[src/vat_regs.svh]
// Register selects, entry fields, address fields and limits of the translator.
`ifndef VAT_REGS_SVH
`define VAT_REGS_SVH

// ----------------------------------------------------------------------------
// Privileged register selects
// ----------------------------------------------------------------------------
`define VAT_SEL_SYS_BASE   2'h0
`define VAT_SEL_SYS_LEN    2'h1
`define VAT_SEL_LOW_BASE   2'h2
`define VAT_SEL_LOW_LEN    2'h3

// ----------------------------------------------------------------------------
// Page entry fields
// ----------------------------------------------------------------------------
`define VAT_PTE_VALID      31
`define VAT_PTE_PROT_HI    30
`define VAT_PTE_PROT_LO    27
`define VAT_PTE_MODIFY     26
`define VAT_PTE_FRAME_HI   20

// ----------------------------------------------------------------------------
// Virtual address fields
// ----------------------------------------------------------------------------
`define VAT_REG_HI         31
`define VAT_REG_LO         30
`define VAT_VPN_HI         29
`define VAT_VPN_LO         9
`define VAT_BYTE_HI        8
`define VAT_REGION_LOW     2'h0
`define VAT_REGION_SYS     2'h2

// ----------------------------------------------------------------------------
// Register limits and masks
// ----------------------------------------------------------------------------
`define VAT_LOW_BASE_MIN   32'h80000000
`define VAT_LOW_LEN_MASK   32'hF8FFFFFF
`define VAT_LEN_MASK       32'h003FFFFF
`define VAT_RESET_VAL      32'h00000000

`endif

[src/vat_pkg.sv]
// Types shared by the address translator modules.
package vat_pkg;

   // -------------------------------------------------------------------------
   // Modes, accesses and walk states
   // -------------------------------------------------------------------------
   typedef enum logic [1:0] {
      VAT_MODE_KERNEL = 2'h0,
      VAT_MODE_EXEC   = 2'h1,
      VAT_MODE_SUPER  = 2'h2,
      VAT_MODE_USER   = 2'h3
   } vat_mode_e;

   typedef enum logic [1:0] {
      VAT_ACC_READ    = 2'b00,
      VAT_ACC_WRITE   = 2'b01,
      VAT_ACC_MODIFY  = 2'b10,
      VAT_ACC_PROBE_W = 2'b11
   } vat_access_e;

   typedef enum logic [1:0] {
      VAT_ST_IDLE    = 2'b00,
      VAT_ST_SYS_PTE = 2'b01,
      VAT_ST_PTE     = 2'b10,
      VAT_ST_MOD_WR  = 2'b11
   } vat_state_e;

   // -------------------------------------------------------------------------
   // Registered state of the translator, apart from the reset synchroniser
   // -------------------------------------------------------------------------
   typedef struct packed {
      vat_state_e  state;
      logic [31:0] vaddr;
      vat_access_e acc;
      vat_mode_e   mode;
      logic [31:0] pte_va;
      logic [31:0] sys_base;
      logic [31:0] sys_len;
      logic [31:0] low_base;
      logic [31:0] low_len;
      logic        mem_req;
      logic        mem_we;
      logic [31:0] mem_addr;
      logic [31:0] mem_wdata;
      logic        busy;
      logic        done;
      logic [31:0] pa;
      logic        f_access;
      logic        f_length;
      logic        f_not_valid;
      logic        f_pte_ref;
      logic        probe_ok;
      logic [31:0] rdata;
      logic        rsvd_fault;
   } vat_state_s;

endpackage

[src/vat_prot_if.sv]
// Carrier between the walker and the protection checker.
`timescale 1ns/100ps
interface vat_prot_if;
   import vat_pkg::*;
   logic [3:0] code;
   vat_mode_e  mode;
   logic       write;
   logic       allow;
   modport req (output code, output mode, output write, input allow);
   modport chk (input code, input mode, input write, output allow);
endinterface

[src/vat_prot_check.sv]
// Protection code check of one page entry against mode and access.
`timescale 1ns/100ps
module vat_prot_check
   import vat_pkg::*;
(
   // Check request and answer
   vat_prot_if.chk p
);

   logic [2:0] rd_lim;
   logic [2:0] wr_lim;

   // -------------------------------------------------------------------------
   // Number of modes, from kernel upward, that may read and write
   // -------------------------------------------------------------------------
   always_comb begin
      case (p.code)
         4'h2:    begin rd_lim = 3'h1; wr_lim = 3'h1; end
         4'h3:    begin rd_lim = 3'h1; wr_lim = 3'h0; end
         4'h4:    begin rd_lim = 3'h4; wr_lim = 3'h4; end
         4'h5:    begin rd_lim = 3'h2; wr_lim = 3'h2; end
         4'h6:    begin rd_lim = 3'h2; wr_lim = 3'h1; end
         4'h7:    begin rd_lim = 3'h2; wr_lim = 3'h0; end
         4'h8:    begin rd_lim = 3'h3; wr_lim = 3'h3; end
         4'h9:    begin rd_lim = 3'h3; wr_lim = 3'h2; end
         4'hA:    begin rd_lim = 3'h3; wr_lim = 3'h1; end
         4'hB:    begin rd_lim = 3'h3; wr_lim = 3'h0; end
         4'hC:    begin rd_lim = 3'h4; wr_lim = 3'h3; end
         4'hD:    begin rd_lim = 3'h4; wr_lim = 3'h2; end
         4'hE:    begin rd_lim = 3'h4; wr_lim = 3'h1; end
         4'hF:    begin rd_lim = 3'h4; wr_lim = 3'h0; end
         default: begin rd_lim = 3'h0; wr_lim = 3'h0; end
      endcase
   end

   assign p.allow = ({1'b0, p.mode} < (p.write ? wr_lim : rd_lim));

endmodule

[src/vat_translator.sv]
// Virtual to physical address translator with page table walk.
`timescale 1ns/100ps
`include "vat_regs.svh"

module vat_translator
   import vat_pkg::*;
#(
   parameter bit LARGE = 1'b1
)
(
   // Clock and reset
   input  wire logic        clk,
   input  wire logic        rst_n,
   // Translation request
   input  wire logic        req_valid,
   input  wire logic [31:0] req_vaddr,
   input  wire vat_access_e req_access,
   input  wire vat_mode_e   req_mode,
   input  wire logic        map_enable_bit,
   // Translation answer
   output logic             busy,
   output logic             done,
   output logic [31:0]      pa,
   output logic [31:0]      fault_vaddr,
   output logic             fault_access,
   output logic             fault_length,
   output logic             fault_not_valid,
   output logic             fault_pte_ref,
   output logic             probe_ok,
   // Privileged register port
   input  wire logic        privileged_register_write,
   input  wire logic        privileged_register_read,
   input  wire logic [1:0]  priv_sel,
   input  wire logic [31:0] priv_wdata,
   output logic [31:0]      priv_rdata,
   output logic             priv_rsvd_fault,
   // Memory port
   output logic             mem_req,
   output logic             mem_we,
   output logic [31:0]      mem_addr,
   output logic [31:0]      mem_wdata,
   input  wire logic        mem_ack,
   input  wire logic [31:0] mem_rdata
);

   localparam int          PA_W       = LARGE ? 30 : 24;
   localparam int          FRAME_W    = LARGE ? 21 : 15;
   localparam logic [31:0] PA_MASK    = 32'((64'h1 << PA_W) - 64'h1);
   localparam logic [20:0] FRAME_MASK = 21'((64'h1 << FRAME_W) - 64'h1);

   logic       rst_meta_q;
   logic       rst_sync_q;
   vat_state_s s_q;
   vat_state_s s_d;
   vat_prot_if prot ();

   logic [1:0]  region;
   logic [31:0] vpn_ext;
   logic [31:0] sys_fetch;
   logic [31:0] low_pte_va;
   logic [31:0] low_vpn_ext;
   logic [31:0] low_fetch;
   logic [31:0] frame_pa;
   logic        pte_valid;
   logic        writes;

   // -------------------------------------------------------------------------
   // Reset release
   // -------------------------------------------------------------------------
   always_ff @(posedge clk or negedge rst_n) begin
      if (!rst_n) begin
         rst_meta_q <= 1'b0;
         rst_sync_q <= 1'b0;
      end else begin
         rst_meta_q <= 1'b1;
         rst_sync_q <= rst_meta_q;
      end
   end

   // -------------------------------------------------------------------------
   // Address arithmetic
   // -------------------------------------------------------------------------
   assign region      = req_vaddr[`VAT_REG_HI:`VAT_REG_LO];
   assign vpn_ext     = {11'h000, req_vaddr[`VAT_VPN_HI:`VAT_VPN_LO]};
   assign sys_fetch   = (s_q.sys_base + (vpn_ext << 2)) & PA_MASK;
   assign low_pte_va  = s_q.low_base + (vpn_ext << 2);
   assign low_vpn_ext = {11'h000, low_pte_va[`VAT_VPN_HI:`VAT_VPN_LO]};
   assign low_fetch   = (s_q.sys_base + (low_vpn_ext << 2)) & PA_MASK;
   assign frame_pa = {2'h0, mem_rdata[`VAT_PTE_FRAME_HI:0] & FRAME_MASK,
                      9'h000};
   assign pte_valid = mem_rdata[`VAT_PTE_VALID];
   assign writes    = (s_q.acc != VAT_ACC_READ);

   // -------------------------------------------------------------------------
   // Protection check of the entry on the memory data
   // -------------------------------------------------------------------------
   assign prot.code  = mem_rdata[`VAT_PTE_PROT_HI:`VAT_PTE_PROT_LO];
   assign prot.mode  = (s_q.state == VAT_ST_SYS_PTE) ? VAT_MODE_KERNEL
                                                     : s_q.mode;
   assign prot.write = (s_q.state == VAT_ST_SYS_PTE) ? 1'b0 : writes;

   vat_prot_check u_prot (
      .p (prot.chk)
   );

   // -------------------------------------------------------------------------
   // Walk and register next state
   // -------------------------------------------------------------------------
   always_comb begin
      s_d            = s_q;
      s_d.done       = 1'b0;
      s_d.rsvd_fault = 1'b0;
      if (privileged_register_write) begin
         case (priv_sel)
            `VAT_SEL_SYS_BASE: s_d.sys_base = priv_wdata;
            `VAT_SEL_SYS_LEN:  s_d.sys_len  = priv_wdata & `VAT_LEN_MASK;
            `VAT_SEL_LOW_BASE: begin
               if (priv_wdata < `VAT_LOW_BASE_MIN) begin
                  s_d.rsvd_fault = 1'b1;
               end else begin
                  s_d.low_base = priv_wdata;
               end
            end
            default: s_d.low_len = priv_wdata & `VAT_LOW_LEN_MASK;
         endcase
      end
      if (privileged_register_read) begin
         case (priv_sel)
            `VAT_SEL_SYS_BASE: s_d.rdata = s_q.sys_base;
            `VAT_SEL_SYS_LEN:  s_d.rdata = s_q.sys_len;
            `VAT_SEL_LOW_BASE: s_d.rdata = s_q.low_base;
            default:           s_d.rdata = s_q.low_len;
         endcase
      end
      case (s_q.state)
         VAT_ST_IDLE: begin
            if (req_valid) begin
               s_d.vaddr       = req_vaddr;
               s_d.acc         = req_access;
               s_d.mode        = req_mode;
               s_d.f_access    = 1'b0;
               s_d.f_length    = 1'b0;
               s_d.f_not_valid = 1'b0;
               s_d.f_pte_ref   = 1'b0;
               s_d.probe_ok    = 1'b0;
               s_d.pa          = `VAT_RESET_VAL;
               s_d.busy        = 1'b1;
               if (!map_enable_bit) begin
                  s_d.pa       = req_vaddr & PA_MASK;
                  s_d.probe_ok = 1'b1;
                  s_d.done     = 1'b1;
                  s_d.busy     = 1'b0;
               end else if (region == `VAT_REGION_SYS &&
                            vpn_ext < s_q.sys_len) begin
                  s_d.mem_addr = sys_fetch;
                  s_d.mem_req  = 1'b1;
                  s_d.state    = VAT_ST_PTE;
               end else if (region == `VAT_REGION_LOW &&
                            vpn_ext < s_q.low_len &&
                            low_pte_va[`VAT_REG_HI:`VAT_REG_LO] ==
                            `VAT_REGION_SYS &&
                            low_vpn_ext < s_q.sys_len) begin
                  s_d.pte_va   = low_pte_va;
                  s_d.mem_addr = low_fetch;
                  s_d.mem_req  = 1'b1;
                  s_d.state    = VAT_ST_SYS_PTE;
               end else begin
                  s_d.f_pte_ref = (region == `VAT_REGION_LOW) &&
                                  (vpn_ext < s_q.low_len);
                  s_d.f_length  = (req_access != VAT_ACC_PROBE_W);
                  s_d.f_access  = (req_access != VAT_ACC_PROBE_W);
                  s_d.done      = 1'b1;
                  s_d.busy      = 1'b0;
               end
            end
         end
         VAT_ST_SYS_PTE: begin
            if (mem_ack) begin
               s_d.mem_req = 1'b0;
               if (prot.allow && pte_valid) begin
                  s_d.mem_addr = (frame_pa | {23'h000000,
                                 s_q.pte_va[`VAT_BYTE_HI:0]}) & PA_MASK;
                  s_d.mem_req  = 1'b1;
                  s_d.state    = VAT_ST_PTE;
               end else begin
                  s_d.f_pte_ref   = (s_q.acc != VAT_ACC_PROBE_W);
                  s_d.f_access    = !prot.allow &&
                                    (s_q.acc != VAT_ACC_PROBE_W);
                  s_d.f_not_valid = prot.allow &&
                                    (s_q.acc != VAT_ACC_PROBE_W);
                  s_d.done        = 1'b1;
                  s_d.busy        = 1'b0;
                  s_d.state       = VAT_ST_IDLE;
               end
            end
         end
         VAT_ST_PTE: begin
            if (mem_ack) begin
               s_d.mem_req = 1'b0;
               s_d.state   = VAT_ST_IDLE;
               s_d.done    = 1'b1;
               s_d.busy    = 1'b0;
               if (s_q.acc == VAT_ACC_PROBE_W) begin
                  s_d.probe_ok = prot.allow;
               end else if (!prot.allow) begin
                  s_d.f_access = 1'b1;
               end else if (!pte_valid) begin
                  s_d.f_not_valid = 1'b1;
               end else begin
                  s_d.pa = (frame_pa | {23'h000000,
                           s_q.vaddr[`VAT_BYTE_HI:0]}) & PA_MASK;
                  if (writes && !mem_rdata[`VAT_PTE_MODIFY]) begin
                     s_d.mem_wdata = mem_rdata |
                                     (32'h1 << `VAT_PTE_MODIFY);
                     s_d.mem_we    = 1'b1;
                     s_d.mem_req   = 1'b1;
                     s_d.done      = 1'b0;
                     s_d.busy      = 1'b1;
                     s_d.state     = VAT_ST_MOD_WR;
                  end
               end
            end
         end
         VAT_ST_MOD_WR: begin
            if (mem_ack) begin
               s_d.mem_req = 1'b0;
               s_d.mem_we  = 1'b0;
               s_d.done    = 1'b1;
               s_d.busy    = 1'b0;
               s_d.state   = VAT_ST_IDLE;
            end
         end
         default: s_d.state = VAT_ST_IDLE;
      endcase
   end

   // -------------------------------------------------------------------------
   // State register
   // -------------------------------------------------------------------------
   always_ff @(posedge clk or negedge rst_sync_q) begin
      if (!rst_sync_q) begin
         s_q <= '0;
      end else begin
         s_q <= s_d;
      end
   end

   assign busy            = s_q.busy;
   assign done            = s_q.done;
   assign pa              = s_q.pa;
   assign fault_vaddr     = s_q.vaddr;
   assign fault_access    = s_q.f_access;
   assign fault_length    = s_q.f_length;
   assign fault_not_valid = s_q.f_not_valid;
   assign fault_pte_ref   = s_q.f_pte_ref;
   assign probe_ok        = s_q.probe_ok;
   assign priv_rdata      = s_q.rdata;
   assign priv_rsvd_fault = s_q.rsvd_fault;
   assign mem_req         = s_q.mem_req;
   assign mem_we          = s_q.mem_we;
   assign mem_addr        = s_q.mem_addr;
   assign mem_wdata       = s_q.mem_wdata;

   logic take;
   assign take = (s_q.state == VAT_ST_IDLE) && req_valid && map_enable_bit;
endmodule

[config.mk]
export PLATFORM = sky130hd
export DESIGN_NAME = vat_translator
export DESIGN_NICKNAME = d
export VERILOG_FILES = /design/src/vat_pkg.sv /design/src/vat_prot_if.sv /design/src/vat_prot_check.sv /design/src/vat_translator.sv
export VERILOG_INCLUDE_DIRS = /design/src
export SDC_FILE = /design/constraint.sdc
export NUM_CORES = 1
export LEC_CHECK = 0
export ABC_CLOCK_PERIOD_IN_PS = 19200
export BUFFER_PORTS_ARGS = -buffer_cell sky130_fd_sc_hd__buf_2
export CAP_MARGIN = 20
export CORE_MARGIN = 2
export CORE_UTILIZATION = 45
export CTS_BUF_LIST = sky130_fd_sc_hd__clkbuf_16
export CTS_CLUSTER_DIAMETER = 120
export DETAILED_ROUTE_END_ITERATION = 8
export PLACE_DENSITY = 0.66
export SYNTH_ARGS = -nofsm -noshare
export SYNTH_HDL_FRONTEND = slang
export SYNTH_SLANG_ARGS = --single-unit
[constraint.sdc]
create_clock -name clk -period 19.2 [get_ports clk]
set_input_delay 0.96 -clock clk [delete_from_list [all_inputs] [get_ports clk]]
set_output_delay 0.96 -clock clk [all_outputs]
set_load 0.02 [all_outputs]
* Yosys cells after proc, flatten, opt, wreduce, memory -nomap -nowiden
Memories as Yosys holds them, arrays and structs flattened.
Index checks and enable logic that the tools add are counted.
** Cells by class
- $add $sub $neg :: 3
- $lt $le $gt $ge :: 5
- Equality and inequality tests :: 25
- Mux-type cells :: 80
- Bitwise logic cells :: 6
- Reduce and logical (&&, ||, !) cells :: 35
** Operators by type and width (count)
- two-way mux 32 bit :: 9
- one-hot mux 32 bit (2 select lines) :: 2
- one-hot mux 32 bit (3 select lines) :: 1
- two-way mux 35 bit :: 2
- two-way mux 70 bit :: 1
- two-way mux 34 bit :: 2
- adder 30 x 23 -> 30 bit :: 2
- bitwise OR 30 x 9 -> 30 bit :: 2
- two-way mux 2 bit :: 29
- less-than comparator 21 x 22 -> 1 bit :: 2
- two-way mux 39 bit :: 1
- adder 32 x 23 -> 32 bit :: 1
- less-than comparator 21 x 32 -> 1 bit :: 1
- less-than comparator 32 bit, second input constant :: 1
- two-way mux 30 bit :: 1
- != test 2 bit, second input constant :: 15
- AND reduction 6 bit :: 4
- two-way mux 1 bit :: 23
- one-hot mux 2 bit (4 select lines) :: 2
- AND reduction 7 bit :: 2
- == test 2 bit, second input constant :: 6
- AND reduction 5 bit :: 2
- logical AND 1 bit :: 8
- AND reduction 2 bit :: 4
- other kinds (17) :: 31
** Word-level totals
- Register bits after elaboration :: 325
- ROM bits :: 96
- Output and inout bits :: 170
- Logic and storage cells :: 180
- Memories kept :: 1
** Memories
- (no name shown) :: depth 16, bits a word 6, rd ports 1, clocked after memory_dff 0, write ports 0, RTL line vat_prot_check.sv:17 : case (p.code)

* Longest topological paths before layout
- Word-level depth :: 9
- Depth in mapped cells :: 24
- Gate-level depth less buffers :: 23

* Cells and area by module
A second synthesis with hierarchy kept.
** Unflattened totals
- Cells, all modules :: 1642
- Area total of the unflattened synthesis :: 18049.8 sq um
** By module, submodules not included
- vat_translator :: times used 1, cells each 1631, area each 17969.7 sq um
- vat_prot_check :: times used 1, cells each 11, area each 80.1 sq um

* Worst setup path after synthesis
Ideal clock, no wire load.
- Path type :: input to register
- Start :: input req_vaddr[9]
- End :: register s_q, in the netlist mem_addr[26]
- Arrival time :: 5.574 ns
- Slack :: 13.500 ns
- Stages on the path :: 21
- Cells stage by stage :: ha_1 fa_1 a211oi_1 o21ai_0 nand3b_1 a21oi_1 a311oi_1 o21bai_1 nand4_1 xnor2_1 ha_1 nand4_1 or4_1 or4_1 a41o_1 o211ai_2 nor2_1 a221oi_4 a211oi_4 buf_6 mux2_4
** On the way
- Longest elaborated chain between the ends :: 7
- Elaborated cells on any way between the ends :: 18
- Those cells by class :: 3 x add/sub; 3 x order compare; 2 x eq/ne; 5 x mux; 5 x reduce/logical
** RTL lines
- start, declared :: RTL line vat_translator.sv:16 : input wire logic [31:0] req_vaddr,
- adder 32 x 23 -> 32 bit :: RTL line vat_translator.sv:86 : assign low_pte_va = s_q.low_base + (vpn_ext << 2);
- adder 30 x 23 -> 30 bit :: RTL line vat_translator.sv:88 : assign low_fetch = (s_q.sys_base + (low_vpn_ext << 2)) & PA_MASK;
- two-way mux 32 bit :: RTL line vat_translator.sv:158 : end else if (region == `VAT_REGION_LOW &&
- two-way mux 32 bit :: RTL line vat_translator.sv:153 : end else if (region == `VAT_REGION_SYS &&
- two-way mux 32 bit :: RTL line vat_translator.sv:148 : if (!map_enable_bit) begin
- two-way mux 32 bit :: RTL line vat_translator.sv:137 : if (req_valid) begin
- one-hot mux 32 bit (2 select lines) :: RTL line vat_translator.sv:135 : case (s_q.state)
- end signal, assigned :: RTL line vat_translator.sv:242 : s_q <= '0;
- end signal, assigned :: RTL line vat_translator.sv:244 : s_q <= s_d;
- end, declared :: RTL line vat_translator.sv:53 : vat_state_s s_q;
Parallel ways exist; a longest one is shown, timed or not. The select of a mux whose other input is x is not followed.
A chain may end at the register's enable or synchronous reset.

* Worst setup path after layout
- Start :: input req_vaddr[9]
- End :: register s_q, in the netlist mem_addr[17]
Same word-level chain as after synthesis.

==> flow_summary.yaml <==
pwr:
  p_leak_nw: 9.10
  powerDensity_mw_per_mm2: 157
  pwr-share-clk_pct: 19.8
  p_seq_share_pct: 32.5
  peakVddDrop_mv: 0.0484
  power.switching_mw: 1.29
  switching_share_pct: 42.0
  comb_power_share_pct: 47.7
  cell_internal_pwr_mw: 1.78
die:
  die_w_um: 203
  die_height_um: 203
  die_area_mm2: 0.0412
  start_util_pct: 45.8
  core_area_mm2: 0.0389
  io_pins: 279
  rows: 72
synthesis:
  synth_flop_cell: "dfrtp_1"
  synthArstFlopShare_pct: 100
  seq_area_frac_synth_pct: 41.7
  yosys.area.top_type: "dfrtp_1"
  yosysMostFrequentCell: "dfrtp_1"
  synth.top_cell.area_share_pct: 41.7
  yosys_register_bits: 297
  ys_top_cells_by_count: "dfrtp_1 (297), mux2_2 (240), buf_4 (160), ha_1 (107), nor2_1 (106)"
  syn_avg_cell_area_um2: 10.8
  syn_inst: 1647
  ys_warn_count: 0
  synth_edf_count: 0
  synth.distinct_cells: 72
  syn-cell-area_mm2: 0.0178
  synth_area_leaders: "dfrtp_1 (42%), mux2_2 (15%), ha_1 (7.5%)"
clocking:
  clkLatencyLatePin_ns: 0.53
  cts_hold_buf: 0
  cts_resized: 0
  post_cts_buffers: 0
  path_clk_slew_ns: 0.06
  root_buffer: "clkbuf_16"
  cts_tree: "built"
  cts_made_buffers: 34
  cts_buffer_depth: 3
  htreeDepth: 2
  clock_sinks: 297
worst_setup_path:
  crit_fanout: 40
  r2r_cells: 21
  end_kind: "flop"
  path_class: "input pin to flop"
  required_ns: 19.59
  critical_path_arrival_ns: 6.74
  critPathLaunchType: "input pin"
grt:
  grt_pass1_vias: 12600
  gr-total-overflow: 0
  grt_max_degree: 161
  grt_first_pass_wirelength_um: 75000
  grt_antenna_before_repair: 8
  grt_util_all_layers_pct: 23.6
sta:
  maxSlewHeadroom_pct: 27.0
  period_share_pct: 33.1
  rsz0062_at_grt: "false"
  slew_viol_final: 0
  min_period_ns: 6.35
  setup-violations-final: 0
  finalHoldViolCount: 0
  max_freq_ghz: 0.158
  fin_tns_setup_ns: 0
  worst_pin_slew_ns: 1.09
  fin_skew_ns: 0.0230
layout:
  fillerInstances: 3564
  nets: 1965
  drive_gt1_share_pct: 36.0
  final_core_util_pct: 50.3
  areaGrowthSynthToFinish_pct: 9.71
placed_design:
  dp_hpwl_um: 37000
  place.gp.congestion: 0.870
  port_buffers: 274
detailed_routing:
  routedWlPerCell_um: 21.5
  drc: 0
  drt_first_pass_iters: 5
  num_vias: 12800
  vias_per_cell: 5.61
  ant_nets: 0
  drt_iter0_drc: 752
  routed_wl_um: 49200
min_path:
  hp-class: "input pin to asynchronous set/reset pin"
outcome:
  status: "finished clean"
job:
  cap_violations: 0
layout make-up:
cell class	instances	area [um^2]	share of cell area, %
Sequential cell	297	7440	38.0
Antenna cell	2	5.00	0.0256
Clock buffer	37	926	4.73
Inverter	72	270	1.38
Clock inverter	20	90.1	0.461
Multi-Input combinational cell	1055	8700	44.5
Timing Repair Buffer	287	1490	7.61
Tap cell	518	648	3.31
worst max-delay path, stage by stage:
cell      delay, ns
buf_2          0.16
ha_1           0.25
fa_1           0.44
a211oi_1       0.29
o21ai_0        0.14
nand3b_1       0.16
a21oi_1        0.12
a311oi_1       0.38
o21bai_1       0.18
nand4_1        0.14
xnor2_1        0.10
ha_1           0.31
nand4_1        0.09
or4_1          0.52
or4_1          0.55
a41o_1         0.26
o211ai_2       0.22
nor2_1         0.10
a221oi_4       0.47
a211oi_4       0.21
buf_4          0.34
mux2_2         0.33
routing by layer:
| layer | up-vias | global-route usage, % | wire length, um | share of wire [%] |
|---|---|---|---|---|
| li1 | 5965 | - | - | - |
| met3 | 56 | 5.06 | 3230 | 6.6 |
| met2 | 392 | 36.3 | 22000 | 45 |
| met1 | 6410 | 34.1 | 23200 | 47 |
| met5 | - | 0 | 48 | 0.098 |
| met4 | 10 | 5.16 | 698 | 1.4 |
layout by cell type (no fill, tap or decap), types with 5 or more instances in the layout:
cell / count
a211oi_1: 16
a21o_1: 16
a21oi_1: 102
a21oi_2: 12
a22oi_1: 37
a31oi_1: 11
a31oi_2: 5
and3_1: 5
buf_2: 274
buf_4: 11
clkbuf_16: 37
clkinv_1: 9
clkinv_2: 9
conb_1: 5
dfrtp_1: 296
ha_1: 106
inv_1: 72
mux2_2: 240
mux2i_1: 9
mux4_2: 22
nand2_1: 82
nand2b_1: 15
nand3_1: 21
nand4_1: 13
nor2_1: 105
nor3_1: 10
o211ai_1: 10
o21a_1: 10
o21ai_0: 50
o21ai_1: 8
o21bai_1: 5
o221ai_1: 5
o22ai_1: 5
xnor2_1: 32
xor2_1: 17
state kept, by name, summed over array words and instances (netlist names), 30 cells and up:
| signal | count |
|---|---|
| s_q | 130 |
| fault_vaddr | 32 |
| priv_rdata | 32 |
| mem_wdata | 31 |
| mem_addr | 30 |
| pa | 30 |
kinds of logic after synthesis:
family                   synth area share, %
XOR/XNOR                                2.41
buffers and inverters                   9.78
AO/OA/AOI/OAI                           12.6
other                                 0.0421
AND/OR/NAND/NOR                         7.19
flip-flops                              41.7
adder cells (fa/ha/maj)                 7.73
multiplexers                            18.6
path summary, 6_finish.rpt:
kind	to	slack, ns	startpoint
max	mem_addr[17]$_DFFE_PN0P_	12.85	req_vaddr[9]
min	rst_sync_q$_DFF_PN0_	0.22	rst_n
max reg2reg	mem_addr[17]$_DFFE_PN0P_	13.06	s_q[172]$_DFFE_PN0P_
min reg2reg	rst_sync_q$_DFF_PN0_	0.35	rst_meta_q$_DFF_PN0_
max in group asynchronous	s_q[161]$_DFFE_PN0P_	17.28	rst_sync_q$_DFF_PN0_
min in group clk	rst_sync_q$_DFF_PN0_	0.35	rst_meta_q$_DFF_PN0_
power groups by stage:
| stage | Clock [mW] | Combinational [mW] | Sequential [mW] |
|---|---|---|---|
| floorplan | 0 | 1.24 | 0.971 |
| global placement | 0 | 1.44 | 0.992 |
| detailed placement | 0 | 1.46 | 1.01 |
| CTS | 0.620 | 1.47 | 0.995 |
| global route | 0.650 | 1.60 | 1.02 |
| finish | 0.605 | 1.46 | 0.995 |
metrics by stage:
step           cells  hold WS, ns  power (mW)  setup slack, ns  area, um^2
3_5_place_dp    2228        0.339        2.47            12.14       18500
2_1_floorplan   1650        0.331        2.21            10.31       17800
4_1_cts         2285        0.196        3.08            12.69       19500
3_3_place_gp    2228        0.339        2.43            12.30       18500
5_1_grt         2287        0.194        3.27            12.52       19600
6_report        2288        0.217        3.06            12.85       19600
Note: power is estimated with default switching activity, not from simulation.
